[config.mk]
export PLATFORM = sky130hd
export DESIGN_NAME = eil_top
export DESIGN_NICKNAME = d
export VERILOG_FILES = /design/src/inc/eil_pkg.sv /design/src/design/eil_top.sv /design/src/design/eil_pin_detect.sv /design/src/design/eil_in_service.sv
export SDC_FILE = /design/constraint.sdc
export NUM_CORES = 1
export LEC_CHECK = 0
export BUFFER_PORTS_ARGS = -buffer_cell sky130_fd_sc_hd__buf_2
export CAP_MARGIN = 20
export CORE_MARGIN = 10
export CORE_UTILIZATION = 29
export CTS_BUF_LIST = sky130_fd_sc_hd__clkbuf_2 sky130_fd_sc_hd__clkbuf_4 sky130_fd_sc_hd__clkbuf_8
export DETAILED_ROUTE_END_ITERATION = 10
export SLEW_MARGIN = 20
export SYNTH_ARGS = -nofsm -noshare
export SYNTH_HDL_FRONTEND = slang
export SYNTH_SLANG_ARGS = --single-unit
export TNS_END_PERCENT = 1
[constraint.sdc]
create_clock -name ref_clk -period 6.8 [get_ports ref_clk]
set_input_delay 0.68 -clock ref_clk [delete_from_list [all_inputs] [get_ports ref_clk]]
set_output_delay 0.68 -clock ref_clk [all_outputs]
set_load 0.005 [all_outputs]
[src/inc/eil_pkg.sv]
// Shared constants, types and decode helpers for the external request block.
// Assumes one system clock and a core that reports its instruction state every cycle.
package eil_pkg;

    ////////////////////////////////////////////////////////////////////////////
    localparam int             EIL_ADDR_W      = 12;
    localparam int             EIL_DATA_W      = 32;
    localparam int             EIL_NUM_SRC     = 2;
    localparam logic [11:0]    EIL_TEC_OFFSET  = 12'h088;
    localparam logic [7:0]     EIL_TEC_RESET   = 8'h00;
    localparam int             EIL_TYPE_A_BIT  = 0;
    localparam int             EIL_FLAG_A_BIT  = 1;
    localparam int             EIL_TYPE_B_BIT  = 2;
    localparam int             EIL_FLAG_B_BIT  = 3;
    localparam int             EIL_CALL_CYCLES = 4;
    localparam int             EIL_MIN_LATENCY = 5;
    localparam int             EIL_MAX_LATENCY = 16;

    ////////////////////////////////////////////////////////////////////////////
    typedef struct packed {
        logic       last_cycle;
        logic       is_return;
        logic       writes_ie_ip;
        logic       power_down;
        logic       global_en;
        logic [1:0] src_en;
        logic [1:0] prio_a;
        logic [1:0] prio_b;
    } eil_core_t;

    typedef struct packed {
        logic busy;
        logic start;
        logic isr_start;
        logic source;
    } eil_call_t;

    typedef enum logic [4:0] {
        EIL_IDLE  = 5'h01,
        EIL_CALL1 = 5'h02,
        EIL_CALL2 = 5'h04,
        EIL_CALL3 = 5'h08,
        EIL_CALL4 = 5'h10
    } eil_state_t;

    // Rank of the highest level in a mask: zero means nothing in service.
    function automatic logic [2:0] eil_rank(input logic [3:0] mask);
        logic [2:0] r;
        r = 3'h0;
        for (int k = 0; k < 4; k++) begin
            if (mask[k]) begin
                r = 3'(k + 1);
            end
        end
        return r;
    endfunction

endpackage

[src/design/eil_top.sv]
// Top of the external request block: APB register, detectors, poll and call sequencer.
// Assumes the core reports instruction state in core_state each cycle and pins are synchronous.
`timescale 1ns/1ns
`default_nettype none
module eil_top #(
    parameter int ADDR_W = eil_pkg::EIL_ADDR_W
) (
    input  wire logic                          ref_clk,
    input  wire logic                          rstn,
    input  wire logic                          psel,
    input  wire logic                          penable,
    input  wire logic                          pwrite,
    input  wire logic [ADDR_W-1:0]             paddr,
    input  wire logic [eil_pkg::EIL_DATA_W-1:0] pwdata,
    input  wire logic [3:0]                    pstrb,
    output logic [eil_pkg::EIL_DATA_W-1:0]     prdata,
    output logic                               pready,
    output logic                               pslverr,
    input  wire logic                          ext_req_pin_a_n,
    input  wire logic                          ext_req_pin_b_n,
    input  wire eil_pkg::eil_core_t            core_state,
    output logic [1:0]                         ext_req,
    output eil_pkg::eil_call_t                 call,
    output logic                               wake_up
);
    import eil_pkg::*;

    ////////////////////////////////////////////////////////////////////////////
    // Register bus.
    logic                  hit;
    logic                  wr_acc;
    logic [7:0]            tec_view;
    logic [EIL_DATA_W-1:0] prdata_reg;
    logic [EIL_DATA_W-1:0] prdata_next;
    logic [1:0]            type_reg;
    logic [1:0]            type_next;
    logic [1:0]            flags;
    logic [1:0]            pins_n;

    assign hit    = (paddr == ADDR_W'(EIL_TEC_OFFSET));
    assign wr_acc = psel & penable & pwrite & hit & pstrb[0];
    assign pins_n = {ext_req_pin_b_n, ext_req_pin_a_n};

    always_comb begin
        tec_view                 = EIL_TEC_RESET;
        tec_view[EIL_TYPE_A_BIT] = type_reg[0];
        tec_view[EIL_FLAG_A_BIT] = flags[0];
        tec_view[EIL_TYPE_B_BIT] = type_reg[1];
        tec_view[EIL_FLAG_B_BIT] = flags[1];
    end

    // Read data is caught in the setup cycle so that it comes from a flip-flop with zero wait.
    always_comb begin
        prdata_next = prdata_reg;
        if (psel && !penable && !pwrite) begin
            prdata_next = hit ? {24'h000000, tec_view} : 32'h00000000;
        end
        type_next = type_reg;
        if (wr_acc) begin
            type_next[0] = pwdata[EIL_TYPE_A_BIT];
            type_next[1] = pwdata[EIL_TYPE_B_BIT];
        end
    end

    always_ff @(posedge ref_clk) begin
        if (!rstn) begin
            prdata_reg <= 32'h00000000;
            type_reg   <= 2'h0;
        end else begin
            prdata_reg <= prdata_next;
            type_reg   <= type_next;
        end
    end

    assign prdata  = prdata_reg;
    assign pready  = 1'b1;
    assign pslverr = psel & penable & ~hit;

    ////////////////////////////////////////////////////////////////////////////
    // Pin detectors.
    logic [1:0] hw_clear;
    logic [1:0] sw_flag_val;

    assign sw_flag_val = {pwdata[EIL_FLAG_B_BIT], pwdata[EIL_FLAG_A_BIT]};

    genvar gi;
    generate
        for (gi = 0; gi < EIL_NUM_SRC; gi++) begin : g_src
            eil_pin_detect u_det (
                .ref_clk   (ref_clk),
                .rstn      (rstn),
                .pin_n     (pins_n[gi]),
                .edge_mode (type_reg[gi]),
                .sw_we     (wr_acc),
                .sw_val    (sw_flag_val[gi]),
                .hw_clear  (hw_clear[gi]),
                .flag      (flags[gi])
            );
        end
    endgenerate

    assign ext_req = flags;

    assign wake_up = core_state.power_down & (|flags);

    ////////////////////////////////////////////////////////////////////////////
    // Poll and priority resolution, redone from the live flags each cycle.
    eil_state_t state_reg;
    eil_state_t state_next;
    eil_call_t  call_reg;
    eil_call_t  call_next;
    logic [2:0] svc_rank;
    logic [2:0] rank_a;
    logic [2:0] rank_b;
    logic [1:0] pending;
    logic       win_src;
    logic [1:0] win_level;
    logic       can_call;
    logic       accept;
    logic       ret_done;

    assign rank_a = {1'b0, core_state.prio_a} + 3'h1;
    assign rank_b = {1'b0, core_state.prio_b} + 3'h1;

    // equal or higher in service blocks
    assign pending[0] = flags[0] & core_state.src_en[0] & core_state.global_en & (rank_a > svc_rank);
    assign pending[1] = flags[1] & core_state.src_en[1] & core_state.global_en & (rank_b > svc_rank);

    // Ties go to pin a, the higher natural priority.
    assign win_src   = pending[1] & (~pending[0] | (rank_b > rank_a));
    assign win_level = win_src ? core_state.prio_b : core_state.prio_a;

    // no call on return or enable write
    assign can_call = (state_reg == EIL_IDLE) & core_state.last_cycle & ~core_state.is_return
                    & ~core_state.writes_ie_ip;
    assign accept   = can_call & (|pending);

    assign hw_clear = accept ? (win_src ? 2'b10 : 2'b01) : 2'b00;

    assign ret_done = core_state.is_return & core_state.last_cycle;

    eil_in_service u_svc (
        .ref_clk    (ref_clk),
        .rstn       (rstn),
        .push       (accept),
        .push_level (win_level),
        .pop        (ret_done),
        .top_rank   (svc_rank)
    );

    ////////////////////////////////////////////////////////////////////////////
    // Vector call sequencer.
    always_comb begin
        state_next = state_reg;
        case (state_reg)
            EIL_IDLE: begin
                if (accept) begin
                    state_next = EIL_CALL1;
                end
            end
            EIL_CALL1: begin
                state_next = EIL_CALL2;
            end
            EIL_CALL2: begin
                state_next = EIL_CALL3;
            end
            EIL_CALL3: begin
                state_next = EIL_CALL4;
            end
            EIL_CALL4: begin
                state_next = EIL_IDLE;
            end
            default: begin
                state_next = EIL_IDLE;
            end
        endcase
    end

    // block adds only detect and call
    always_comb begin
        call_next.busy      = (state_next != EIL_IDLE);
        call_next.start     = accept;
        call_next.isr_start = (state_reg == EIL_CALL4);
        call_next.source    = accept ? win_src : call_reg.source;
    end

    always_ff @(posedge ref_clk) begin
        if (!rstn) begin
            state_reg <= EIL_IDLE;
            call_reg  <= '0;
        end else begin
            state_reg <= state_next;
            call_reg  <= call_next;
        end
    end

    assign call = call_reg;
endmodule
`default_nettype wire

[src/design/eil_pin_detect.sv]
// Per-pin request detector: low level or falling edge on an active-low pin.
// Assumes the pin is already synchronous to ref_clk.
`timescale 1ns/1ns
`default_nettype none
module eil_pin_detect (
    input  wire logic ref_clk,
    input  wire logic rstn,
    input  wire logic pin_n,
    input  wire logic edge_mode,
    input  wire logic sw_we,
    input  wire logic sw_val,
    input  wire logic hw_clear,
    output logic      flag
);
    import eil_pkg::*;

    logic prev_reg;
    logic prev_next;
    logic edge_reg;
    logic edge_next;
    logic fall;

    ////////////////////////////////////////////////////////////////////////////
    // sample compare
    assign fall = prev_reg & ~pin_n;

    always_comb begin
        prev_next = pin_n;
        edge_next = edge_reg;
        if (!edge_mode) begin
            edge_next = 1'b0;
        end else if (fall) begin
            edge_next = 1'b1;
        end else if (hw_clear) begin
            edge_next = 1'b0;
        end else if (sw_we) begin
            edge_next = sw_val;
        end
    end

    // Idle-high reset of the old sample makes a pin held low at reset read as a falling edge in the first cycle.
    always_ff @(posedge ref_clk) begin
        if (!rstn) begin
            prev_reg <= 1'b1;
            edge_reg <= 1'b0;
        end else begin
            prev_reg <= prev_next;
            edge_reg <= edge_next;
        end
    end

    assign flag = edge_mode ? edge_reg : ~pin_n;
endmodule
`default_nettype wire

[src/design/eil_in_service.sv]
// Tracks which priority levels have a service routine under way.
// Assumes a return cannot coincide with a new vector call.
`timescale 1ns/1ns
`default_nettype none
module eil_in_service (
    input  wire logic       ref_clk,
    input  wire logic       rstn,
    input  wire logic       push,
    input  wire logic [1:0] push_level,
    input  wire logic       pop,
    output logic [2:0]      top_rank
);
    import eil_pkg::*;

    logic [3:0] mask_reg;
    logic [3:0] mask_next;

    ////////////////////////////////////////////////////////////////////////////
    always_comb begin
        mask_next = mask_reg;
        if (pop && (top_rank != 3'h0)) begin
            mask_next[2'(top_rank - 3'h1)] = 1'b0;
        end
        if (push) begin
            mask_next[push_level] = 1'b1;
        end
    end

    always_ff @(posedge ref_clk) begin
        if (!rstn) begin
            mask_reg <= 4'h0;
        end else begin
            mask_reg <= mask_next;
        end
    end

    assign top_rank = eil_rank(mask_reg);

endmodule
`default_nettype wire

==> reports/qor.yml <==
run_status: "complete, no violations"
root_driver: "sky130_fd_sc_hd__clkbuf_8"
grt_antenna_before_repair: 0
grtUsageTotal: 0.08466
ys_top_cells_by_count: "sky130_fd_sc_hd__buf_4 (31), sky130_fd_sc_hd__dfxtp_1 (23), sky130_fd_sc_hd__nand2_1 (19), sky130_fd_sc_hd__inv_1 (12), sky130_fd_sc_hd__a21oi_1 (11)"
synth_area_per_inst_um2: 8.486
fin_worst_skew_ns: 0.002260
postSynthCellCount: 184
number_of_fill_cells_in_the_layout: 575
cts_max_path_bufs: 2
synth_top_cell_by_area: "sky130_fd_sc_hd__dfxtp_1"
worst_setup_path_end_kind: "flip-flop"
final.setup.tns_ns: 0
yosysMostFrequentCell: "sky130_fd_sc_hd__buf_4"
stdcell_area_mm2: 0.001788
cts_made_buffers: 3
timing.critical_path.from: "core_state[0]"
initial_core_utilization: 0.3019
synth_top_area_share: 0.2949
cts.repair_timing.setup_buffer_count: 0
place.detailed.hpwl_mm: 3.259
synth_flop_cell: "sky130_fd_sc_hd__dfxtp_1"
largest_register_ff_count: 5
required_ns: 6.98
ys_top_cells_by_area: "sky130_fd_sc_hd__dfxtp_1 (29%), sky130_fd_sc_hd__buf_4 (15%), sky130_fd_sc_hd__ha_1 (7.2%), sky130_fd_sc_hd__nand2_1 (4.6%), sky130_fd_sc_hd__a21oi_1 (3.5%)"
grt_busiest_layer: "met2"
synth_fa_ha_area_frac: 0.07853
final_net_count: 304
clock_insertion_delay_worst_skew_ns: 0.26
post_route_cells_drive_above_1_share: 0.2632
timing.final.crit_share: 0.3969
post_dp_cell_area_mm2: 0.001739
number_of_synthesized_flops_with_an_enable_pin: 0
timing.setup.critical_path_class: "in -> reg"
cellLeakagePower_uw: 0.0008252
synth-xor-area-share: 0.01122
tritoncts: "built"
max_slew_margin: 0.6845
worstHoldPathType: "reg -> reg"
placement.io_buffers: 46
post_cts.resized_instances: 0
insertedDiodeCount: 0
power.density_cell_area_mw_per_mm2: 150.6
grt-ovfl-total: 0
drt_pre_antenna_iters: 4
numClockSinks: 23
grt_first_pass_wirelength_mm: 6.237
die_x_um: 93.38
synth_top_family_by_area: "simple AND/OR/NAND/NOR gates"
max-cap-violations: 0
clock_transition_at_the_registers_of_the_reported_paths_ns: 0.08
fraction_of_the_mapped_netlist_area_in_compound_gates: 0.1931
crit-reg2reg-launch: "u_svc.mask_reg[2]"
timing.critical_path.arrival_ns: 2.88
die_area_mm2: 0.008720
avgRoutedWirePerCell_um: 12.87
die_height_um: 93.38
timing.final.hold_violations: 0
yosys.area_share.simple: 0.2027
final_period_minus_worst_setup_slack_ns: 2.699
global_route.usage.met3: 0.04716
postRouteAntennaNets: 0
post_layout_nonfiller_instances: 298
grt_use_met2: 0.1456
dp_cells: 294
met1_usage: 0.09343
ctsHoldBuffers: 0
report.final.slew_viol_count: 0
wl_mm: 3.836
max_slew.worst_pin.slew_ns: 0.4600
avgViaCountPerCell: 4.416
critPathMaxFanout: 6
ys_async_sr_fraction: 0
max_freq_mhz: 370.6
synth.ff_latch_count: 23
row_count: 26
grt_pass1_vias: 1350
min_from: "prdata[0]"
num_vias: 1316
finalHoldWorstSlack_ns: 0.4495
setup-violations-final: 0
drtIter0Drc: 25
grt_max_degree: 13
setup_repair_after_global_routing_missed_its_margin: "no"
vdd_ir_drop_max_v: 0.00006593
cts_htree_levels: 1
crit_start_category: "input port"
coreArea_mm2: 0.005172
detail_route.drc_violations: 0
ioPinCount: 107
areaGrowthSynthToFinish_pct: 14.50
synth_cell_type_count: 50
sequential_area_share_after_synthesis: 0.2949
globalplace.congestion: 0.8123
post_synthesis_mux_area_share: 0.02885
yosysWarnings: 0
post_synthesis_instance_area_mm2: 0.001561
==> cell families (layout without fill, tap and decap cells) <==
kind of cell | after synthesis | in the layout
xor gates and xnor gates | 2 | 2
muxes | 4 | 4
buffers and inverters | 46 | 63
DFF | 23 | 23
adders and majority gates | 10 | 10
and+or+nand+nor | 59 | 59
other | 2 | 29
AOI/OAI and AO/OA | 38 | 38
==> placed cells by master (no fill, tap or decap), types with 2 or more instances in the layout <==
cell type / synthesis / final
sky130_fd_sc_hd__a21oi_1: 11 / 11
sky130_fd_sc_hd__a31oi_1: 2 / 2
sky130_fd_sc_hd__and2_1: 2 / 2
sky130_fd_sc_hd__buf_2: 1 / 46
sky130_fd_sc_hd__clkbuf_8: 0 / 3
sky130_fd_sc_hd__conb_1: 2 / 29
sky130_fd_sc_hd__dfxtp_1: 23 / 23
sky130_fd_sc_hd__ha_1: 9 / 9
sky130_fd_sc_hd__inv_1: 12 / 12
sky130_fd_sc_hd__mux2i_1: 3 / 3
sky130_fd_sc_hd__nand2_1: 19 / 19
sky130_fd_sc_hd__nand2b_1: 2 / 2
sky130_fd_sc_hd__nand3_1: 9 / 9
sky130_fd_sc_hd__nand4_1: 2 / 2
sky130_fd_sc_hd__nor2_1: 7 / 7
sky130_fd_sc_hd__nor2b_1: 3 / 3
sky130_fd_sc_hd__nor4b_1: 5 / 5
sky130_fd_sc_hd__o211ai_1: 4 / 4
sky130_fd_sc_hd__o21a_1: 2 / 2
sky130_fd_sc_hd__o21ai_0: 5 / 5
==> critical path: stages <==
cell and delay (ns):
sky130_fd_sc_hd__buf_2 0.14, sky130_fd_sc_hd__ha_1 0.34, sky130_fd_sc_hd__ha_1 0.32, sky130_fd_sc_hd__nor2b_1 0.14, sky130_fd_sc_hd__o21a_1 0.16, sky130_fd_sc_hd__o211ai_1 0.35
sky130_fd_sc_hd__o211ai_1 0.22, sky130_fd_sc_hd__o2bb2a_1 0.34, sky130_fd_sc_hd__o31ai_2 0.20
==> metal layers <==
layer  share of wire  up-vias
met2            0.46       50
met5               0        -
met4          0.0016        0
met1            0.41      591
li1                -      673
met3            0.13        2
==> final timing paths <==
path | endpoint | slack (ns) | cells past startpoint
worst max register to register | u_svc.mask_reg[1] | 4.46 | 8
worst max-delay path | u_svc.mask_reg[1] | 4.10 | 9
worst min-delay path | prdata[0] | 0.45 | 2
worst min register to register | prdata[0] | 0.45 | 2
==> cell type report <==
type                       count  area [um^2]  share of cell area
sequential                    23        460.4              0.2575
inverter                      13        48.80             0.02729
tap                           70        87.58             0.04899
clock buffer                   4        48.80             0.02729
timing repair buffer          46        230.2              0.1288
multi-input combinational    142        912.1              0.5101
==> metrics by stage <==
stage / setup slack (ns) / utilization / power [uW]
after floorplan: 4.166 / - / 180.3
after global placement: 3.815 / 0.3362 / 184.7
after detailed placement: 3.805 / 0.3362 / 185.4
after CTS: 4.083 / 0.3457 / 271.8
after global routing: 3.964 / 0.3457 / 285.0
final: 4.101 / 0.3457 / 269.3
==> where the power goes <==
group          internal [uW]  switching [uW]
clock network           45.7            40.6
logic                   20.0            26.9
registers                136           0.452
total                    201            68.0
Note: power is estimated with default switching activity, not from simulation.
